**src/rtl/iepx_pkg.sv**
```systemverilog
// Constants, register map and state types of the interrupt enable and priority block
package iepx_pkg;
  // Register byte addresses
  localparam logic [7:0] OFS_IE = 8'ha8;
  localparam logic [7:0] OFS_IP = 8'hb8;
  localparam logic [7:0] OFS_CFG = 8'he4;
  localparam logic [7:0] OFS_EIE = 8'he6;
  localparam logic [7:0] OFS_EIP = 8'hf6;
  localparam logic [7:0] OFS_TIMER_CONTROL_REG = 8'h88;
  // Reset values
  localparam logic [7:0] RST_IE = 8'h00;
  localparam logic [7:0] RST_IP = 8'h80;
  localparam logic [7:0] RST_CFG = 8'h01;
  localparam logic [7:0] RST_EIE = 8'h00;
  localparam logic [7:0] RST_EIP = 8'h00;
  // Writable bits of the extended pair, reserved ones stay zero
  localparam logic [7:0] EXT_RW_MASK = 8'hb9;
  // Basic priority top bit always reads one
  localparam logic [7:0] IP_ONE_MASK = 8'h80;
  localparam int GLB_BIT = 7;
  // Extended enable and priority bit positions
  localparam int EX_TWO_WIRE = 0;
  localparam int EX_CONV = 3;
  localparam int EX_PCA = 4;
  localparam int EX_CMP = 5;
  localparam int EX_T3 = 7;
  // Timer control low nibble
  localparam int TC_EDGE0 = 0;
  localparam int TC_PEND0 = 1;
  localparam int TC_EDGE1 = 2;
  localparam int TC_PEND1 = 3;
  // External configuration fields
  localparam int CFG_POL1 = 7;
  localparam int CFG_SEL1 = 4;
  localparam int CFG_POL0 = 3;
  localparam int CFG_SEL0 = 0;
  localparam int SEL_W = 3;
  // Fixed source order numbers
  localparam int SRC_COUNT = 15;
  localparam int ID_W = 4;
  localparam logic [3:0] ID_EXT0 = 4'h0;
  localparam logic [3:0] ID_EXT1 = 4'h2;
  localparam logic [3:0] ID_T2 = 4'h5;
  localparam logic [3:0] ID_TWO_WIRE = 4'h7;
  localparam logic [3:0] ID_CONV = 4'ha;
  localparam logic [3:0] ID_PCA = 4'hb;
  localparam logic [3:0] ID_CMP = 4'hc;
  localparam logic [3:0] ID_T3 = 4'he;
  localparam int BASIC_SRCS = 7;

  // Main block state
  typedef struct packed {
    logic [7:0] ie;
    logic [6:0] ip;
    logic [7:0] cfg;
    logic [7:0] eie;
    logic [7:0] eip;
    logic edge0;
    logic edge1;
    logic [7:0] rdata;
    logic req;
    logic [3:0] id;
    logic lvl;
    logic ins_lo;
    logic ins_hi;
  } iepx_state_s;

  // External input unit state
  typedef struct packed {
    logic prev;
    logic pend;
  } iepx_ext_s;
endpackage
```
**src/rtl/iepx_ext_if.sv**
```systemverilog
// Configuration and pending flag link between the controller and an external input unit
`timescale 1ns/10ps
`default_nettype none
interface iepx_ext_if;
  logic [2:0] sel;
  logic pol;
  logic edge_mode;
  logic sw_wr;
  logic sw_val;
  logic vec_ack;
  logic pend;
  modport ctrl (output sel, pol, edge_mode, sw_wr, sw_val, vec_ack, input pend);
  modport unit (input sel, pol, edge_mode, sw_wr, sw_val, vec_ack, output pend);
endinterface
`default_nettype wire

```
**src/rtl/iepx_ext_irq.sv**
```systemverilog
// One external interrupt input: pin select, polarity, edge or level pending flag
`timescale 1ns/10ps
`default_nettype none
module iepx_ext_irq (
  // Clock and reset
  input wire logic clock_in,
  input wire logic rstn_in,
  // Port 0 pins, only ever sampled
  input wire logic [7:0] pins_in,
  // Controller side
  iepx_ext_if.unit ext
);
  iepx_pkg::iepx_ext_s st_r, st_nxt;
  logic active;

  // Polarity: zero means active low
  assign active = pins_in[ext.sel] ~^ ext.pol;

  // Edge latches with set winning over clear; level mode just follows
  always_comb begin
    st_nxt = st_r;
    st_nxt.prev = active;
    if (ext.edge_mode) begin
      if (active && !st_r.prev) begin
        st_nxt.pend = 1'b1;
      end else if (ext.sw_wr) begin
        st_nxt.pend = ext.sw_val;
      end else if (ext.vec_ack) begin
        st_nxt.pend = 1'b0;
      end
    end else begin
      st_nxt.pend = active;
    end
  end

  // Prev starts inactive but follows the input while edge mode is off, so an input already active after reset is no edge
  always_ff @(posedge clock_in or negedge rstn_in) begin
    if (!rstn_in) begin
      st_r <= '0;
    end else begin
      st_r <= st_nxt;
    end
  end

  assign ext.pend = st_r.pend;
endmodule
`default_nettype wire

```
**src/rtl/iepx_irq_ctrl.sv**
```systemverilog
// Interrupt enable, priority, arbitration and external input front end
`timescale 1ns/10ps
`default_nettype none
module iepx_irq_ctrl #(
  parameter int SRC_COUNT = iepx_pkg::SRC_COUNT
) (
  // Clock and reset
  input wire logic clock_in,
  input wire logic rstn_in,
  // Register port
  input wire logic [7:0] reg_addr_in,
  input wire logic [7:0] reg_wdata_in,
  input wire logic reg_wr_in,
  input wire logic reg_rd_in,
  output logic [7:0] reg_rdata_out,
  // Port 0 pins sampled by the external inputs
  input wire logic [7:0] port0_pins_in,
  // Peripheral pending flags, levels held by each peripheral
  input wire logic timer_zero_flag_in,
  input wire logic timer_one_flag_in,
  input wire logic async_serial_flag_in,
  input wire logic timer_two_low_overflow_in,
  input wire logic timer_two_high_overflow_in,
  input wire logic serial_periph_flag_in,
  input wire logic two_wire_flag_in,
  input wire logic converter_done_flag_in,
  input wire logic counter_array_flag_in,
  input wire logic comparator_rise_flag_in,
  input wire logic comparator_fall_flag_in,
  input wire logic timer_three_low_overflow_in,
  input wire logic timer_three_high_overflow_in,
  // Core handshake
  input wire logic irq_ack_in,
  input wire logic irq_return_in,
  output logic irq_req_out,
  output logic [3:0] irq_id_out,
  output logic irq_high_out
);
  // Only the documented source count is served
  if (SRC_COUNT != iepx_pkg::SRC_COUNT) begin : g_bad_count
    $error("iepx_irq_ctrl serves exactly fifteen source positions");
  end

  iepx_pkg::iepx_state_s st_r, st_nxt;
  iepx_ext_if ext0 ();
  iepx_ext_if ext1 ();
  logic [SRC_COUNT-1:0] flag_v, en_v, prio_v, cand_v, hi_v;
  logic ins_lo_n, ins_hi_n;
  logic [7:0] ip_rd, timer_control_reg_rd;
  logic wr_timer_control_reg;

  // External input units
  iepx_ext_irq u_ext0 (
    .clock_in(clock_in),
    .rstn_in(rstn_in),
    .pins_in(port0_pins_in),
    .ext(ext0)
  );
  iepx_ext_irq u_ext1 (
    .clock_in(clock_in),
    .rstn_in(rstn_in),
    .pins_in(port0_pins_in),
    .ext(ext1)
  );

  // Configuration fields towards the units
  assign ext0.sel = st_r.cfg[iepx_pkg::CFG_SEL0 +: iepx_pkg::SEL_W];
  assign ext1.sel = st_r.cfg[iepx_pkg::CFG_SEL1 +: iepx_pkg::SEL_W];
  assign ext0.pol = st_r.cfg[iepx_pkg::CFG_POL0];
  assign ext1.pol = st_r.cfg[iepx_pkg::CFG_POL1];
  assign ext0.edge_mode = st_r.edge0;
  assign ext1.edge_mode = st_r.edge1;

  // Software access to the pending flags in timer control
  assign wr_timer_control_reg = reg_wr_in && (reg_addr_in == iepx_pkg::OFS_TIMER_CONTROL_REG);
  assign ext0.sw_wr = wr_timer_control_reg;
  assign ext1.sw_wr = wr_timer_control_reg;
  assign ext0.sw_val = reg_wdata_in[iepx_pkg::TC_PEND0];
  assign ext1.sw_val = reg_wdata_in[iepx_pkg::TC_PEND1];

  // Vectoring clears only the flag of the source being entered
  assign ext0.vec_ack = irq_ack_in && st_r.req && (st_r.id == iepx_pkg::ID_EXT0);
  assign ext1.vec_ack = irq_ack_in && st_r.req && (st_r.id == iepx_pkg::ID_EXT1);

  // Read images
  assign ip_rd = {1'b0, st_r.ip} | iepx_pkg::IP_ONE_MASK;
  assign timer_control_reg_rd = {4'h0, ext1.pend, st_r.edge1, ext0.pend, st_r.edge0};

  // Source flags by fixed order number
  always_comb begin
    flag_v = '0;
    flag_v[0] = ext0.pend;
    flag_v[1] = timer_zero_flag_in;
    flag_v[2] = ext1.pend;
    flag_v[3] = timer_one_flag_in;
    flag_v[4] = async_serial_flag_in;
    flag_v[5] = timer_two_low_overflow_in | timer_two_high_overflow_in;
    flag_v[6] = serial_periph_flag_in;
    flag_v[iepx_pkg::ID_TWO_WIRE] = two_wire_flag_in;
    flag_v[iepx_pkg::ID_CONV] = converter_done_flag_in;
    flag_v[iepx_pkg::ID_PCA] = counter_array_flag_in;
    flag_v[iepx_pkg::ID_CMP] = comparator_rise_flag_in | comparator_fall_flag_in;
    flag_v[iepx_pkg::ID_T3] = timer_three_low_overflow_in | timer_three_high_overflow_in;
  end

  // Enable and priority bits by order number; reserved positions stay dead
  always_comb begin
    en_v = '0;
    prio_v = '0;
    en_v[iepx_pkg::BASIC_SRCS-1:0] = st_r.ie[iepx_pkg::BASIC_SRCS-1:0];
    prio_v[iepx_pkg::BASIC_SRCS-1:0] = st_r.ip;
    en_v[iepx_pkg::ID_TWO_WIRE] = st_r.eie[iepx_pkg::EX_TWO_WIRE];
    en_v[iepx_pkg::ID_CONV] = st_r.eie[iepx_pkg::EX_CONV];
    en_v[iepx_pkg::ID_PCA] = st_r.eie[iepx_pkg::EX_PCA];
    en_v[iepx_pkg::ID_CMP] = st_r.eie[iepx_pkg::EX_CMP];
    en_v[iepx_pkg::ID_T3] = st_r.eie[iepx_pkg::EX_T3];
    prio_v[iepx_pkg::ID_TWO_WIRE] = st_r.eip[iepx_pkg::EX_TWO_WIRE];
    prio_v[iepx_pkg::ID_CONV] = st_r.eip[iepx_pkg::EX_CONV];
    prio_v[iepx_pkg::ID_PCA] = st_r.eip[iepx_pkg::EX_PCA];
    prio_v[iepx_pkg::ID_CMP] = st_r.eip[iepx_pkg::EX_CMP];
    prio_v[iepx_pkg::ID_T3] = st_r.eip[iepx_pkg::EX_T3];
  end

  // Gating: global enable first, then each mask; blocked flags remain pending
  assign cand_v = st_r.ie[iepx_pkg::GLB_BIT] ? (flag_v & en_v) : '0;
  // Priority mask comes after gating, so a disabled high source never blocks
  assign hi_v = cand_v & prio_v;

  // In-service levels after this cycle's acknowledge and return
  always_comb begin
    ins_lo_n = st_r.ins_lo;
    ins_hi_n = st_r.ins_hi;
    // Return before acknowledge, so a same-cycle pair still nests correctly
    if (irq_return_in) begin
      if (st_r.ins_hi) begin
        ins_hi_n = 1'b0;
      end else begin
        ins_lo_n = 1'b0;
      end
    end
    if (irq_ack_in && st_r.req) begin
      if (st_r.lvl) begin
        ins_hi_n = 1'b1;
      end else begin
        ins_lo_n = 1'b1;
      end
    end
  end

  // Registers, read data and arbitration
  always_comb begin
    st_nxt = st_r;
    st_nxt.rdata = 8'h00;
    // Writes take effect on the strobe edge
    if (reg_wr_in) begin
      case (reg_addr_in)
        iepx_pkg::OFS_IE: begin
          st_nxt.ie = reg_wdata_in;
        end
        iepx_pkg::OFS_IP: begin
          st_nxt.ip = reg_wdata_in[iepx_pkg::BASIC_SRCS-1:0];
        end
        iepx_pkg::OFS_CFG: begin
          st_nxt.cfg = reg_wdata_in;
        end
        iepx_pkg::OFS_EIE: begin
          st_nxt.eie = reg_wdata_in & iepx_pkg::EXT_RW_MASK;
        end
        iepx_pkg::OFS_EIP: begin
          st_nxt.eip = reg_wdata_in & iepx_pkg::EXT_RW_MASK;
        end
        iepx_pkg::OFS_TIMER_CONTROL_REG: begin
          st_nxt.edge0 = reg_wdata_in[iepx_pkg::TC_EDGE0];
          st_nxt.edge1 = reg_wdata_in[iepx_pkg::TC_EDGE1];
        end
        default: begin
        end
      endcase
    end
    // Read data stand one cycle after the strobe; unmapped reads zero
    if (reg_rd_in) begin
      case (reg_addr_in)
        iepx_pkg::OFS_IE: begin
          st_nxt.rdata = st_r.ie;
        end
        iepx_pkg::OFS_IP: begin
          st_nxt.rdata = ip_rd;
        end
        iepx_pkg::OFS_CFG: begin
          st_nxt.rdata = st_r.cfg;
        end
        iepx_pkg::OFS_EIE: begin
          st_nxt.rdata = st_r.eie & iepx_pkg::EXT_RW_MASK;
        end
        iepx_pkg::OFS_EIP: begin
          st_nxt.rdata = st_r.eip & iepx_pkg::EXT_RW_MASK;
        end
        iepx_pkg::OFS_TIMER_CONTROL_REG: begin
          st_nxt.rdata = timer_control_reg_rd;
        end
        default: begin
          st_nxt.rdata = 8'h00;
        end
      endcase
    end
    // In-service levels as worked out above
    st_nxt.ins_lo = ins_lo_n;
    st_nxt.ins_hi = ins_hi_n;
    // Lowest order number wins within a level; scan downward so the last hit stands
    st_nxt.req = 1'b0;
    st_nxt.id = 4'h0;
    st_nxt.lvl = 1'b0;
    for (int i = SRC_COUNT - 1; i >= 0; i--) begin
      if (cand_v[i] && !(|hi_v)) begin
        st_nxt.id = i[iepx_pkg::ID_W-1:0];
      end
      if (hi_v[i]) begin
        st_nxt.id = i[iepx_pkg::ID_W-1:0];
      end
    end
    // A high routine blocks everything; a low routine lets only high through
    if (|hi_v && !ins_hi_n) begin
      st_nxt.req = 1'b1;
      st_nxt.lvl = 1'b1;
    end else if (|cand_v && !ins_hi_n && !ins_lo_n) begin
      st_nxt.req = 1'b1;
    end
    // An acknowledged request is withdrawn for one cycle while its flag clears
    if (irq_ack_in && st_r.req) begin
      st_nxt.req = 1'b0;
    end
  end

  // Single state register
  always_ff @(posedge clock_in or negedge rstn_in) begin
    if (!rstn_in) begin
      st_r <= '{ie: iepx_pkg::RST_IE, ip: iepx_pkg::RST_IP[6:0], cfg: iepx_pkg::RST_CFG,
                eie: iepx_pkg::RST_EIE, eip: iepx_pkg::RST_EIP, default: '0};
    end else begin
      st_r <= st_nxt;
    end
  end

  // Outputs straight from the state register
  assign reg_rdata_out = st_r.rdata;
  assign irq_req_out = st_r.req;
  assign irq_id_out = st_r.id;
  assign irq_high_out = st_r.lvl;
endmodule
`default_nettype wire

```
**config.mk**
```make
export PLATFORM = sky130hd
export DESIGN_NAME = iepx_irq_ctrl
export DESIGN_NICKNAME = d
export VERILOG_FILES = /design/src/rtl/iepx_pkg.sv /design/src/rtl/iepx_ext_if.sv /design/src/rtl/iepx_ext_irq.sv /design/src/rtl/iepx_irq_ctrl.sv
export SDC_FILE = /design/constraint.sdc
export NUM_CORES = 1
export LEC_CHECK = 0
export BUFFER_PORTS_ARGS = -buffer_cell sky130_fd_sc_hd__buf_2
export CAP_MARGIN = 10
export CORE_ASPECT_RATIO = 2
export CORE_MARGIN = 3
export CORE_UTILIZATION = 35
export DETAILED_ROUTE_END_ITERATION = 8
export GPL_ROUTABILITY_DRIVEN = 0
export PLACE_DENSITY = 0.57
export SLEW_MARGIN = 10
export SYNTH_ARGS = -nofsm -noshare
export SYNTH_HDL_FRONTEND = slang
export SYNTH_SLANG_ARGS = --single-unit
export TNS_END_PERCENT = 10
```
**constraint.sdc**
```tcl
create_clock -name clock_in -period 2 [get_ports clock_in]
set_input_delay 0.1 -clock clock_in [delete_from_list [all_inputs] [get_ports clock_in]]
set_output_delay 0.1 -clock clock_in [all_outputs]
set_load 0.01 [all_outputs]
```
== Yosys cells after proc, flatten, opt, wreduce, memory -nomap -nowiden ==
Cells that the tools add are included.

* Logic and storage cells: 129
* Input port bits: 43
* Output and inout port bits: 14
* Flip-flop bits (word level): 55

* Magnitude comparators: 2
* Bitwise logic cells: 7
* Multiplexer cells: 56
* Equal/unequal tests: 9
* Reductions and logical operators: 38

{| class="wikitable"
|+ Operators with widths
! kind !! number
|-
| 2-to-1 mux 4 bit || 30
|-
| equality test 8 bit, second input constant || 6
|-
| one-hot mux 8 bit (6 select lines) || 1
|-
| AND 15 bit || 2
|-
| OR reduction 15 bit || 2
|-
| logical AND 1 bit || 24
|-
| 2-to-1 mux 1 bit || 21
|-
| 2-to-1 mux 15 bit || 1
|-
| AND reduction 2 bit || 6
|-
| < comparator 3 x 4 -> 1 bit, second input constant || 2
|-
| 2-to-1 mux 8 bit || 1
|-
| inequality test 4 x 1 -> 1 bit, second input constant || 2
|-
| binary-select mux 1 bit (select 3 bit) || 2
|-
| logical NOT 1 bit || 5
|-
| equality test 4 x 2 -> 1 bit, second input constant || 1
|-
| logical NOT 4 bit || 1
|-
| bitwise OR 1 bit || 3
|-
| bitwise XNOR 1 bit || 2
|}

== Longest topological paths before layout ==
Gate-level depths: netlist (run 1).

* Depth after elaboration: 37
* Gate-level depth with buffers: 9
* Mapped depth without buffers: 7

== Hierarchy ==
Synthesis (run 1) repeated with hierarchy kept, for this count alone.

* Cells, all modules: 284
* Area total of the unflattened synthesis: 3,096.7 µm²

{| class="wikitable"
|+ Modules (own cells, without submodules)
! module !! times used !! cells each !! area an instance (µm²)
|-
| iepx_irq_ctrl || 1 || 264 || 2,803.9
|-
| iepx_ext_irq || 2 || 10 || 146.4
|}

== Least setup slack after synthesis (run 1) ==
OpenSTA, ideal clock, no wires.

* Path type: register -> register
* From: register st_r[56] (netlist name)
* To: register st_r, in the netlist irq_id_out[1]
* Arrival: 1.915 ns
* Stages on the path, launching flop included: 10
* Buffers on the path: 2
* Slack: -0.041 ns
* Cell sequence: dfrtp_1 -> buf_6 -> o211a_1 -> a22o_1 -> nor4_4 -> and2_1 -> buf_6 -> o21a_2 -> o21ai_1 -> o311a_1

{| class="wikitable"
|+ RTL lines
! item !! RTL line !! RTL
|-
| from (decl) || iepx_irq_ctrl.sv:44 || <nowiki>iepx_pkg::iepx_state_s st_r, st_nxt;</nowiki>
|-
| from (signal assigned) || iepx_irq_ctrl.sv:237 || <nowiki>st_r <= '{ie: iepx_pkg::RST_IE, ip: iepx_pkg::RST_IP[6:0], cfg: iepx_pkg::RST_CFG,</nowiki>
|-
| from (signal assigned) || iepx_irq_ctrl.sv:240 || <nowiki>st_r <= st_nxt;</nowiki>
|}

==> results of run 1 <==
-- cells in the mapped netlist (all sizes together), types with 2 or more instances --
cell,number
a21boi,3
a21oi,7
a221oi,3
a222oi,7
a22o,4
a22oi,5
a31oi,3
and2,3
and3,7
buf,15
dfrtp,54
inv,4
mux2,35
mux2i,2
mux4,4
nand2,21
nand2b,4
nand3,7
nand4,7
nor2,9
nor2b,3
nor3,2
nor4,2
o2111ai,2
o211a,3
o211ai,4
o21a,2
o21ai,14
o22ai,2
o311a,2
or4,2
xor2,2
-- worst register-to-register path, delay by kind of cell, from the launching register on --
kind                   cells  cell delay [ns]
buffers and inverters      2             0.35
AO/OA/AOI/OAI              4             0.67
flip-flops                 1             0.46
AND/OR/NAND/NOR            3             0.64
-- report_power, final --
group          internal, mW  switching [mW]
clock                 0.510           0.420
sequential             1.16          0.0457
combinational         0.125           0.118
-- through the flow --
step | hold slack (ns) | cells | cell area (µm²) | setup slack, ns | TNS [ns]
6_report | 0.0315 | 439 | 3700 | -0.172 | -0.454
5_1_grt | 0.0577 | 439 | 3700 | -0.273 | -0.846
4_1_cts | 0.0346 | 439 | 3700 | -0.129 | -0.305
3_5_place_dp | -0.0431 | 426 | 3490 | -0.285 | -0.996
3_3_place_gp | -0.0477 | 426 | 3490 | -0.204 | -0.729
2_1_floorplan | -0.196 | 253 | 2920 | -0.0219 | -0.0434
-- path summary, 6_finish.rpt --
kind | startpoint | end | slack [ns] | depth (start not counted)
worst max-delay path | st_r[56]$_DFFE_PN0P_ | irq_id_out[0]$_DFF_PN0_ | -0.17 | 9
worst min-delay path | irq_ack_in | irq_req_out$_DFF_PN0_ | 0.03 | 2
worst max register to register | st_r[56]$_DFFE_PN0P_ | irq_id_out[0]$_DFF_PN0_ | -0.17 | 9
worst min register to register | irq_high_out$_DFF_PN0_ | st_r[1]$_DFF_PN0_ | 0.50 | 1
max in group asynchronous | rstn_in | ext0.sel[0]$_DFFE_PN1P_ | 1.29 | 3
min in group asynchronous | rstn_in | ext1.edge_mode$_DFFE_PN0P_ | 0.17 | 2
-- kinds of logic (layout without fill, tap and decap cells) --
logic type	Yosys count	after routing
simple gates	72	72
compound gates	63	63
flops	55	55
mux	41	41
buf+inv	20	110
xor+xnor	2	2
-- routing by layer --
| metal | wire length [µm] | vias up | GRT usage (%) |
|---|---|---|---|
| met5 | 0 | - | 0 |
| met4 | 542 | 0 | 11.6 |
| met3 | 318 | 33 | 2.60 |
| met2 | 4900 | 82 | 36.2 |
| met1 | 2970 | 1230 | 18.8 |
| li1 | - | 1147 | - |
-- registers in the layout, indices dropped and copies added, names as in the netlist, 3 cells and up --
signal	count
st_r	3
prio_v	5
ext1.sel	3
en_v	12
ip_rd	7
irq_id_out	4
ext0.sel	3
reg_rdata_out	8
-- cell usage in the layout (no fill, tap or decap), types with 9 or more instances in the layout --
cell type | Yosys | routed
buf_2 | 1 | 57
nor2_1 | 9 | 9
nand2_1 | 21 | 21
mux2_2 | 35 | 35
buf_4 | 12 | 39
o21ai_0 | 10 | 9
dfrtp_1 | 54 | 53
-- what timing repair did --
| item | 4_1_cts | 5_1_grt |
|---|---|---|
| setup buffers | 4 | 0 |
| endpoints found under the hold margin | 54 | 0 |
| hold buffers | 1 | 0 |
| pin swaps | 2 | 1 |
| gates cloned | 0 | 0 |
| resized for setup | 6 | 0 |
| setup endpoints to repair | 4 | 4 |
-- layout make-up --
| cell class | count | area share [%] |
|---|---|---|
| multi-input cells | 178 | 38.3 |
| flip-flops and latches | 55 | 37.3 |
| repair buffers | 98 | 16.4 |
| clock buffers | 6 | 3.75 |
| well taps | 96 | 3.25 |
| clock inverters | 2 | 0.541 |
| inverters | 4 | 0.406 |
==> flow_summary.json, run 1 <==
{
  "ys_types": 51,
  "p_per_area_nw_per_um2": 644,
  "synth_warnings": 0,
  "synth-compound-area-share_pct": 16.3,
  "crit_required_ns": 2.24,
  "ys.flop_type": "dfrtp_1",
  "cp_num_buf_inv": 2,
  "yosys.area.top_type": "dfrtp_1",
  "hold_class": "primary input to register",
  "final-hold-violation-count": 0,
  "netlist_instances": 253,
  "drive_gt1_share_pct": 45.8,
  "cts.path.max_buffers": 2,
  "p_leak_nw": 1.84,
  "seq_area_um2": 1380,
  "rows": 46,
  "syn_avg_cell_area_um2": 11.5,
  "synth_area_leaders": "dfrtp_1 46%, mux2_2 13%, buf_4 3.1%",
  "wire_per_inst_um": 19.9,
  "synth_top_area_share_pct": 46.3,
  "fin_crit_ns": 2.17,
  "synth_xor_area_share_pct": 0.600,
  "syn_area_um2": 2920,
  "first_iter_violations": 168,
  "end_kind": "register",
  "grt_util_all_layers_pct": 19.0,
  "wl_um": 8730,
  "grt_max_degree": 50,
  "insertion_delay_ns": 0.30,
  "cts_buffers": 5,
  "io_pins": 57,
  "critical_path_arrival_ns": 2.41,
  "grt_pass1_wl_um": 13800,
  "cts_tree": "done",
  "fillers": 781,
  "cts.sinks": 55,
  "portBuffers": 56,
  "via_count": 2492,
  "synth_top_family_by_area": "multiplexers",
  "power_mw": 2.38,
  "finalCritPeriodShare_pct": 109,
  "htreeDepth": 2,
  "layout.nets": 385,
  "relSlewSlack_pct": 50.8,
  "n_antenna_cell": 0,
  "remaining_drc_errors": 0,
  "async_flop_share_pct": 100,
  "antenna_left": 0,
  "dp_hpwl_um": 7080,
  "postSynthNetCount": 296,
  "fp.dieH_um": 135,
  "path_cells": "buf_2 > nand4_1 > o2111ai_2 > nor4_4 > buf_4 > a21oi_1 > or2_1 > a221oi_2 > o211a_1",
  "detail_route.first_pass.iterations": 4,
  "multi_input_area_um2": 1420,
  "antenna_found_initial": 0,
  "ys_seq_elements": 55,
  "initial_core_util_pct": 36.5,
  "critPathMaxFanout": 6,
  "areaGrowthSynthToFinish_pct": 26.6,
  "grt_pass1_vias": 2706,
  "core_um2": 8000,
  "max_cap_violations": 0,
  "fin_skew_ns": 0.00825,
  "avgViaCountPerCell": 5.68,
  "ir_worst_vdd_mv": 0.402,
  "finalMaxSlewViolations": 0,
  "synth_adder_area_share_pct": 0,
  "synth_seq_area_share_pct": 47.2,
  "synthSimpleGateAreaFrac_pct": 14.0,
  "max_slew.worst_pin.slew_ns": 0.735,
  "crit_slowest_cell": "dfrtp_2",
  "die_x_um": 70.6,
  "path_delay_family": "compound AO/OA/AOI/OAI gates",
  "synth_edf_count": 0,
  "violations": "negative setup slack",
  "run_status": "finished with violations",
  "final_util_pct": 46.2,
  "start_kind": "register",
  "finalWorstSetupSlack_ns": -0.172,
  "grt-ovfl-total": 0,
  "setup_viol": 4,
  "clock.fmax_mhz": 460,
  "max_stage_delay_ns": 0.46,
  "muxShareOfSynthArea_pct": 17.3,
  "die_area_um2": 9550,
  "cts-root-buf": "clkbuf_16",
  "crit_type": "register to register",
  "clkTransAtPathRegs_ns": 0.07,
  "rsz0062_at_grt": "true"
}
No activity file was read; power rests on OpenSTA's default activity.
==> inputs of run 2 (changes only) <==
--- a/config.mk
+++ b/config.mk
@@ -12,7 +12,7 @@
 export CORE_UTILIZATION = 35
 export DETAILED_ROUTE_END_ITERATION = 8
 export GPL_ROUTABILITY_DRIVEN = 0
-export PLACE_DENSITY = 0.57
+export PLACE_DENSITY = 0.55
 export SLEW_MARGIN = 10
 export SYNTH_ARGS = -nofsm -noshare
 export SYNTH_HDL_FRONTEND = slang
==> constraint.sdc (replaced) <==
create_clock -name clock_in -period 2.7 [get_ports clock_in]
set_input_delay 0.135 -clock clock_in [delete_from_list [all_inputs] [get_ports clock_in]]
set_output_delay 0.135 -clock clock_in [all_outputs]
set_load 0.01 [all_outputs]
==> run 2 against run 1 <==
Compared with the run above: the flow now finishes without violations; worst setup slack improved by 0.49 ns; flip-flop and latch count unchanged; clock skew decreased by 0.0046 ns; sequential share of layout area is 2.9 points higher; clock power is 25% lower; via count down 6.3%; critical path depth shrank 2; utilization is 3.3 points lower; critical path type unchanged; largest power group unchanged.
==> flow_summary.json, run 2 (synthesis results as in run 1) <==
{
  "wl_um": 8410,
  "core_um2": 8000,
  "sequentialPowerShare_pct": 52.2,
  "antenna_left": 0,
  "hp-start": "irq_ack_in",
  "dp_hpwl_um": 6810,
  "rows": 46,
  "die_area_um2": 9550,
  "via_count": 2335,
  "comb_power_share_pct": 7.9,
  "setup_viol": 0,
  "critPathLaunch": "st_r[56]$_DFFE_PN0P_",
  "max_slew.worst_pin.slew_ns": 0.654,
  "grt-ovfl-total": 0,
  "n_antenna_cell": 0,
  "largest_reg_flops": 12,
  "critPathMaxFanout": 22,
  "layout.nets": 352,
  "finalMaxSlewViolations": 0,
  "start_kind": "register",
  "p_leak_nw": 1.67,
  "fin_crit_ns": 2.38,
  "clock.fmax_mhz": 419,
  "grt_pass1_vias": 2452,
  "p_per_area_nw_per_um2": 506,
  "whs_ns": 0.0605,
  "areaGrowthSynthToFinish_pct": 17.5,
  "path_cells": "o211a_1 > a22o_1 > nor4_4 > and2_1 > o21ai_0 > and4_1 > a21boi_4",
  "grt_max_degree": 29,
  "grt_util_all_layers_pct": 18.5,
  "cts_buffers": 5,
  "cts-root-buf": "clkbuf_16",
  "antenna_found_initial": 0,
  "path_delay_family": "compound AO/OA/AOI/OAI gates",
  "fin_skew_ns": 0.00369,
  "ir_worst_vdd_mv": 0.267,
  "internal-power_mw": 1.33,
  "insertion_delay_ns": 0.29,
  "crit_slowest_cell": "dfrtp_2",
  "sw_frac_of_total_pct": 23.7,
  "fin_tns_setup_ns": 0,
  "final-hold-violation-count": 0,
  "crit_type": "register to register",
  "final_cell_mix": "56 x buf_2, 53 x dfrtp_1, 35 x mux2_2",
  "post_cts.repair.setup_buffers": 0,
  "initial_core_util_pct": 36.5,
  "avgViaCountPerCell": 5.75,
  "max_stage_delay_ns": 0.55,
  "final_common_cell": "buf_2",
  "die_x_um": 70.6,
  "io_pins": 57,
  "detail_route.first_pass.iterations": 7,
  "portBuffers": 56,
  "cts.path.max_buffers": 2,
  "fp.dieH_um": 135,
  "wire_per_inst_um": 20.7,
  "crit_required_ns": 2.87,
  "clkTransAtPathRegs_ns": 0.07,
  "htreeDepth": 2,
  "remaining_drc_errors": 0,
  "drive_gt1_share_pct": 39.0,
  "finalCritPeriodShare_pct": 88.3,
  "rsz0062_at_grt": "false",
  "timing.rr.start": "st_r[56]$_DFFE_PN0P_",
  "run_status": "completed",
  "max_cap_violations": 0,
  "relSlewSlack_pct": 56.4,
  "first_iter_violations": 171,
  "critical_path_arrival_ns": 2.56,
  "grt_pass1_wl_um": 13300,
  "p_clk_share_pct": 40.0,
  "end_kind": "register",
  "cts.sinks": 55,
  "p_switching_uw": 411,
  "cts_tree": "done",
  "cp_num_buf_inv": 0,
  "hold_class": "primary input to register"
}
## run 2: final timing paths
check | cells after the start | end | slack, ns
worst max-delay path | 7 | irq_id_out[2]$_DFF_PN0_ | 0.32
worst min-delay path | 2 | irq_req_out$_DFF_PN0_ | 0.06
worst max register to register | 7 | irq_id_out[2]$_DFF_PN0_ | 0.32
worst min register to register | 1 | st_r[1]$_DFF_PN0_ | 0.49
max in group asynchronous | 3 | ext0.sel[0]$_DFFE_PN1P_ | 1.47
min in group asynchronous | 2 | st_r[1]$_DFF_PN0_ | 0.39
## run 2: power by group through the flow
stage	registers (mW)	logic [mW]	clock network [mW]
6_report	0.906	0.136	0.694
3_3_place_gp	0.921	0.135	0
3_5_place_dp	0.921	0.138	0
5_1_grt	0.911	0.152	0.743
2_1_floorplan	0.901	0.0687	0
4_1_cts	0.905	0.140	0.705
## run 2: through the flow
stage / power, mW / utilization [%] / area, µm² / std cells / setup WS [ns]
2_1_floorplan: 0.970 / - / 2920 / 253 / 0.659
3_3_place_gp: 1.06 / 40.8 / 3260 / 397 / 0.347
3_5_place_dp: 1.06 / 40.8 / 3260 / 397 / 0.217
4_1_cts: 1.75 / 42.9 / 3430 / 406 / 0.187
5_1_grt: 1.81 / 42.9 / 3430 / 406 / 0.168
6_report: 1.74 / 42.9 / 3430 / 406 / 0.316
## run 2: layout make-up
type,count,area (µm²)
Fill cell,776,4570
Multi-Input combinational cell,178,1410
Sequential cell,55,1380
Timing Repair Buffer,65,350
Clock buffer,7,153
Tap cell,96,120
Inverter,4,15.0
Clock inverter,1,7.51
## run 2: timing repair
item	CTS	global route
hold buffers	1	0
hold endpoints to repair	27	0
resized for setup	0	1
setup endpoints to repair	0	1
## run 2: layer usage
layer	vias to the layer above	part of all wire [%]	global-route usage [%]
li1	1078	-	-
met1	1125	35	18.6
met2	101	55	34.4
met3	31	4.0	2.75
met4	0	6.1	11.8
met5	-	0	0
==> inputs of run 3 (changes only) <==
--- a/config.mk
+++ b/config.mk
@@ -13,6 +13,7 @@
 export DETAILED_ROUTE_END_ITERATION = 8
 export GPL_ROUTABILITY_DRIVEN = 0
 export PLACE_DENSITY = 0.55
+export SETUP_SLACK_MARGIN = 0.5
 export SLEW_MARGIN = 10
 export SYNTH_ARGS = -nofsm -noshare
 export SYNTH_HDL_FRONTEND = slang
==> constraint.sdc (replaced) <==
create_clock -name clock_in -period 2.65 [get_ports clock_in]
set_input_delay 0.1325 -clock clock_in [delete_from_list [all_inputs] [get_ports clock_in]]
set_output_delay 0.1325 -clock clock_in [all_outputs]
set_load 0.01 [all_outputs]
==> run 3 against run 2 <==
Compared with the run above: fmax up 8.3%; die area unchanged; routed wire length down 0.76%; critical path depth up 2.
==> flow_summary.json, run 3 (synthesis results as in run 1) <==
{
  "run_status": "completed",
  "die_area_um2": 9550,
  "layout.nets": 354,
  "fin_tns_setup_ns": 0,
  "ir_worst_vdd_mv": 0.276,
  "avgViaCountPerCell": 5.70,
  "fp.dieH_um": 135,
  "cts_buffers": 5,
  "rows": 46,
  "largest_reg_flops": 12,
  "fin_skew_ns": 0.00805,
  "pre_cts_slack_ns": 0.195,
  "power_mw": 1.74,
  "cts.path.max_buffers": 2,
  "p_leak_nw": 1.68,
  "insertion_delay_ns": 0.29,
  "clkTransAtPathRegs_ns": 0.07,
  "grt_util_all_layers_pct": 18.7,
  "wl_um": 8350,
  "n_antenna_cell": 0,
  "wire_per_inst_um": 20.5,
  "cts-root-buf": "clkbuf_16",
  "initial_core_util_pct": 36.5,
  "first_iter_violations": 124,
  "internal-power_mw": 1.33,
  "finalMaxSlewViolations": 0,
  "remaining_drc_errors": 0,
  "p_clk_share_pct": 38.9,
  "htreeDepth": 2,
  "sequentialPowerShare_pct": 52.7,
  "antenna_found_initial": 0,
  "rsz0062_at_grt": "true",
  "stdcell_count": 408,
  "final-hold-violation-count": 0,
  "end_kind": "register",
  "cts.sinks": 55,
  "dp_hpwl_um": 6820,
  "use_met2_pct": 35.8,
  "crit_type": "register to register",
  "finalWorstSetupSlack_ns": 0.449,
  "final_common_cell": "buf_2",
  "cts_tree": "done",
  "clock.fmax_mhz": 454,
  "crit_required_ns": 2.88,
  "hold_class": "primary input to register",
  "grt-ovfl-total": 0,
  "fillers": 775,
  "comb_power_share_pct": 8.4,
  "p_per_area_nw_per_um2": 505,
  "grt-busiest-layer": "met2",
  "finalCritPeriodShare_pct": 83.1,
  "grt_pass1_vias": 2493,
  "sw_frac_of_total_pct": 23.8,
  "grt_max_degree": 29,
  "setup_viol": 0,
  "fin_crit_ns": 2.20,
  "p_switching_uw": 415,
  "use_met1_pct": 18.7,
  "grt_pass1_wl_um": 13500,
  "detail_route.first_pass.iterations": 5,
  "gr-usage-met3_pct": 3.19,
  "max_cap_violations": 0,
  "critical_path_arrival_ns": 2.43,
  "relSlewSlack_pct": 57.0,
  "die_x_um": 70.6,
  "via_count": 2324,
  "drive_gt1_share_pct": 40.1,
  "place_inst": 397,
  "max_slew.worst_pin.slew_ns": 0.642,
  "core_um2": 8000,
  "critPathMaxFanout": 9,
  "antenna_left": 0,
  "io_pins": 57,
  "final_cell_mix": "57 x buf_2, 53 x dfrtp_1, 35 x mux2_2",
  "portBuffers": 56,
  "final_util_pct": 43.2,
  "areaGrowthSynthToFinish_pct": 18.3,
  "start_kind": "register"
}
run 3: cell count changes in the layout (fill, tap and decap cells not counted):
cell,before,now
clkbuf_8,2,1
buf_12,0,1
and2_2,1,2
clkinvlp_4,1,0
o21ai_1,4,3
clkbuf_1,0,1
and2_1,2,1
clkinv_4,0,1
o21ai_2,0,2
buf_2,56,57
o21ai_0,10,9
run 3: area by class of cell:
| type | count | area [µm²] | area share, % |
|---|---|---|---|
| clock buffers | 7 | 143 | 4.13 |
| clock inverters | 1 | 8.76 | 0.253 |
| inverters | 4 | 15.0 | 0.434 |
| multi-input cells | 178 | 1420 | 41.0 |
| flip-flops and latches | 55 | 1380 | 39.9 |
| well taps | 96 | 120 | 3.47 |
| repair buffers | 67 | 375 | 10.9 |
run 3: repair_timing:
action	4_1_cts	5_1_grt
endpoints found under the setup margin	4	4
gates resized for setup	3	2
hold endpoints to repair	27	0
setup buffers	2	0
hold buffers	1	0
run 3: power by group through the flow:
stage	combinational [mW]	clock (mW)	sequential [mW]
5_1_grt	0.164	0.733	0.925
3_3_place_gp	0.138	0	0.938
6_report	0.147	0.678	0.920
4_1_cts	0.150	0.694	0.919
3_5_place_dp	0.141	0	0.938
2_1_floorplan	0.0700	0	0.918
run 3: path summary, 6_finish.rpt:
check                                            start                      end  slack [ns]  cells past startpoint
max in group asynchronous                      rstn_in  ext0.sel[0]$_DFFE_PN1P_        1.42                      3
min in group asynchronous                      rstn_in        st_r[1]$_DFF_PN0_        0.38                      2
worst max register to register    st_r[56]$_DFFE_PN0P_  irq_id_out[0]$_DFF_PN0_        0.45                      9
worst min register to register  irq_high_out$_DFF_PN0_        st_r[1]$_DFF_PN0_        0.49                      1
worst max-delay path              st_r[56]$_DFFE_PN0P_  irq_id_out[0]$_DFF_PN0_        0.45                      9
worst min-delay path                        irq_ack_in    irq_req_out$_DFF_PN0_        0.06                      2
run 3: worst max-delay path: stages, from the launching register on:
cell and delay [ns]:
dfrtp_2 0.44, buf_12 0.15, and3_1 0.19, a22o_1 0.26
nor4_4 0.16, buf_4 0.19, a21oi_1 0.08, or2_1 0.22
a221oi_1 0.26, o211a_1 0.19
run 3: layer usage:
| metal | vias to the layer above | wire (µm) |
|---|---|---|
| li1 | 1082 | - |
| met3 | 26 | 313 |
| met5 | - | 0 |
| met2 | 71 | 4840 |
| met4 | 0 | 387 |
| met1 | 1145 | 2810 |
run 3: per-stage QoR:
stage	area, µm²	hold WS [ns]
finish	3460	0.0607
floorplan	2920	-0.163
CTS	3450	0.0570
global placement	3260	0.184
detailed placement	3260	0.190
global route	3460	0.0746
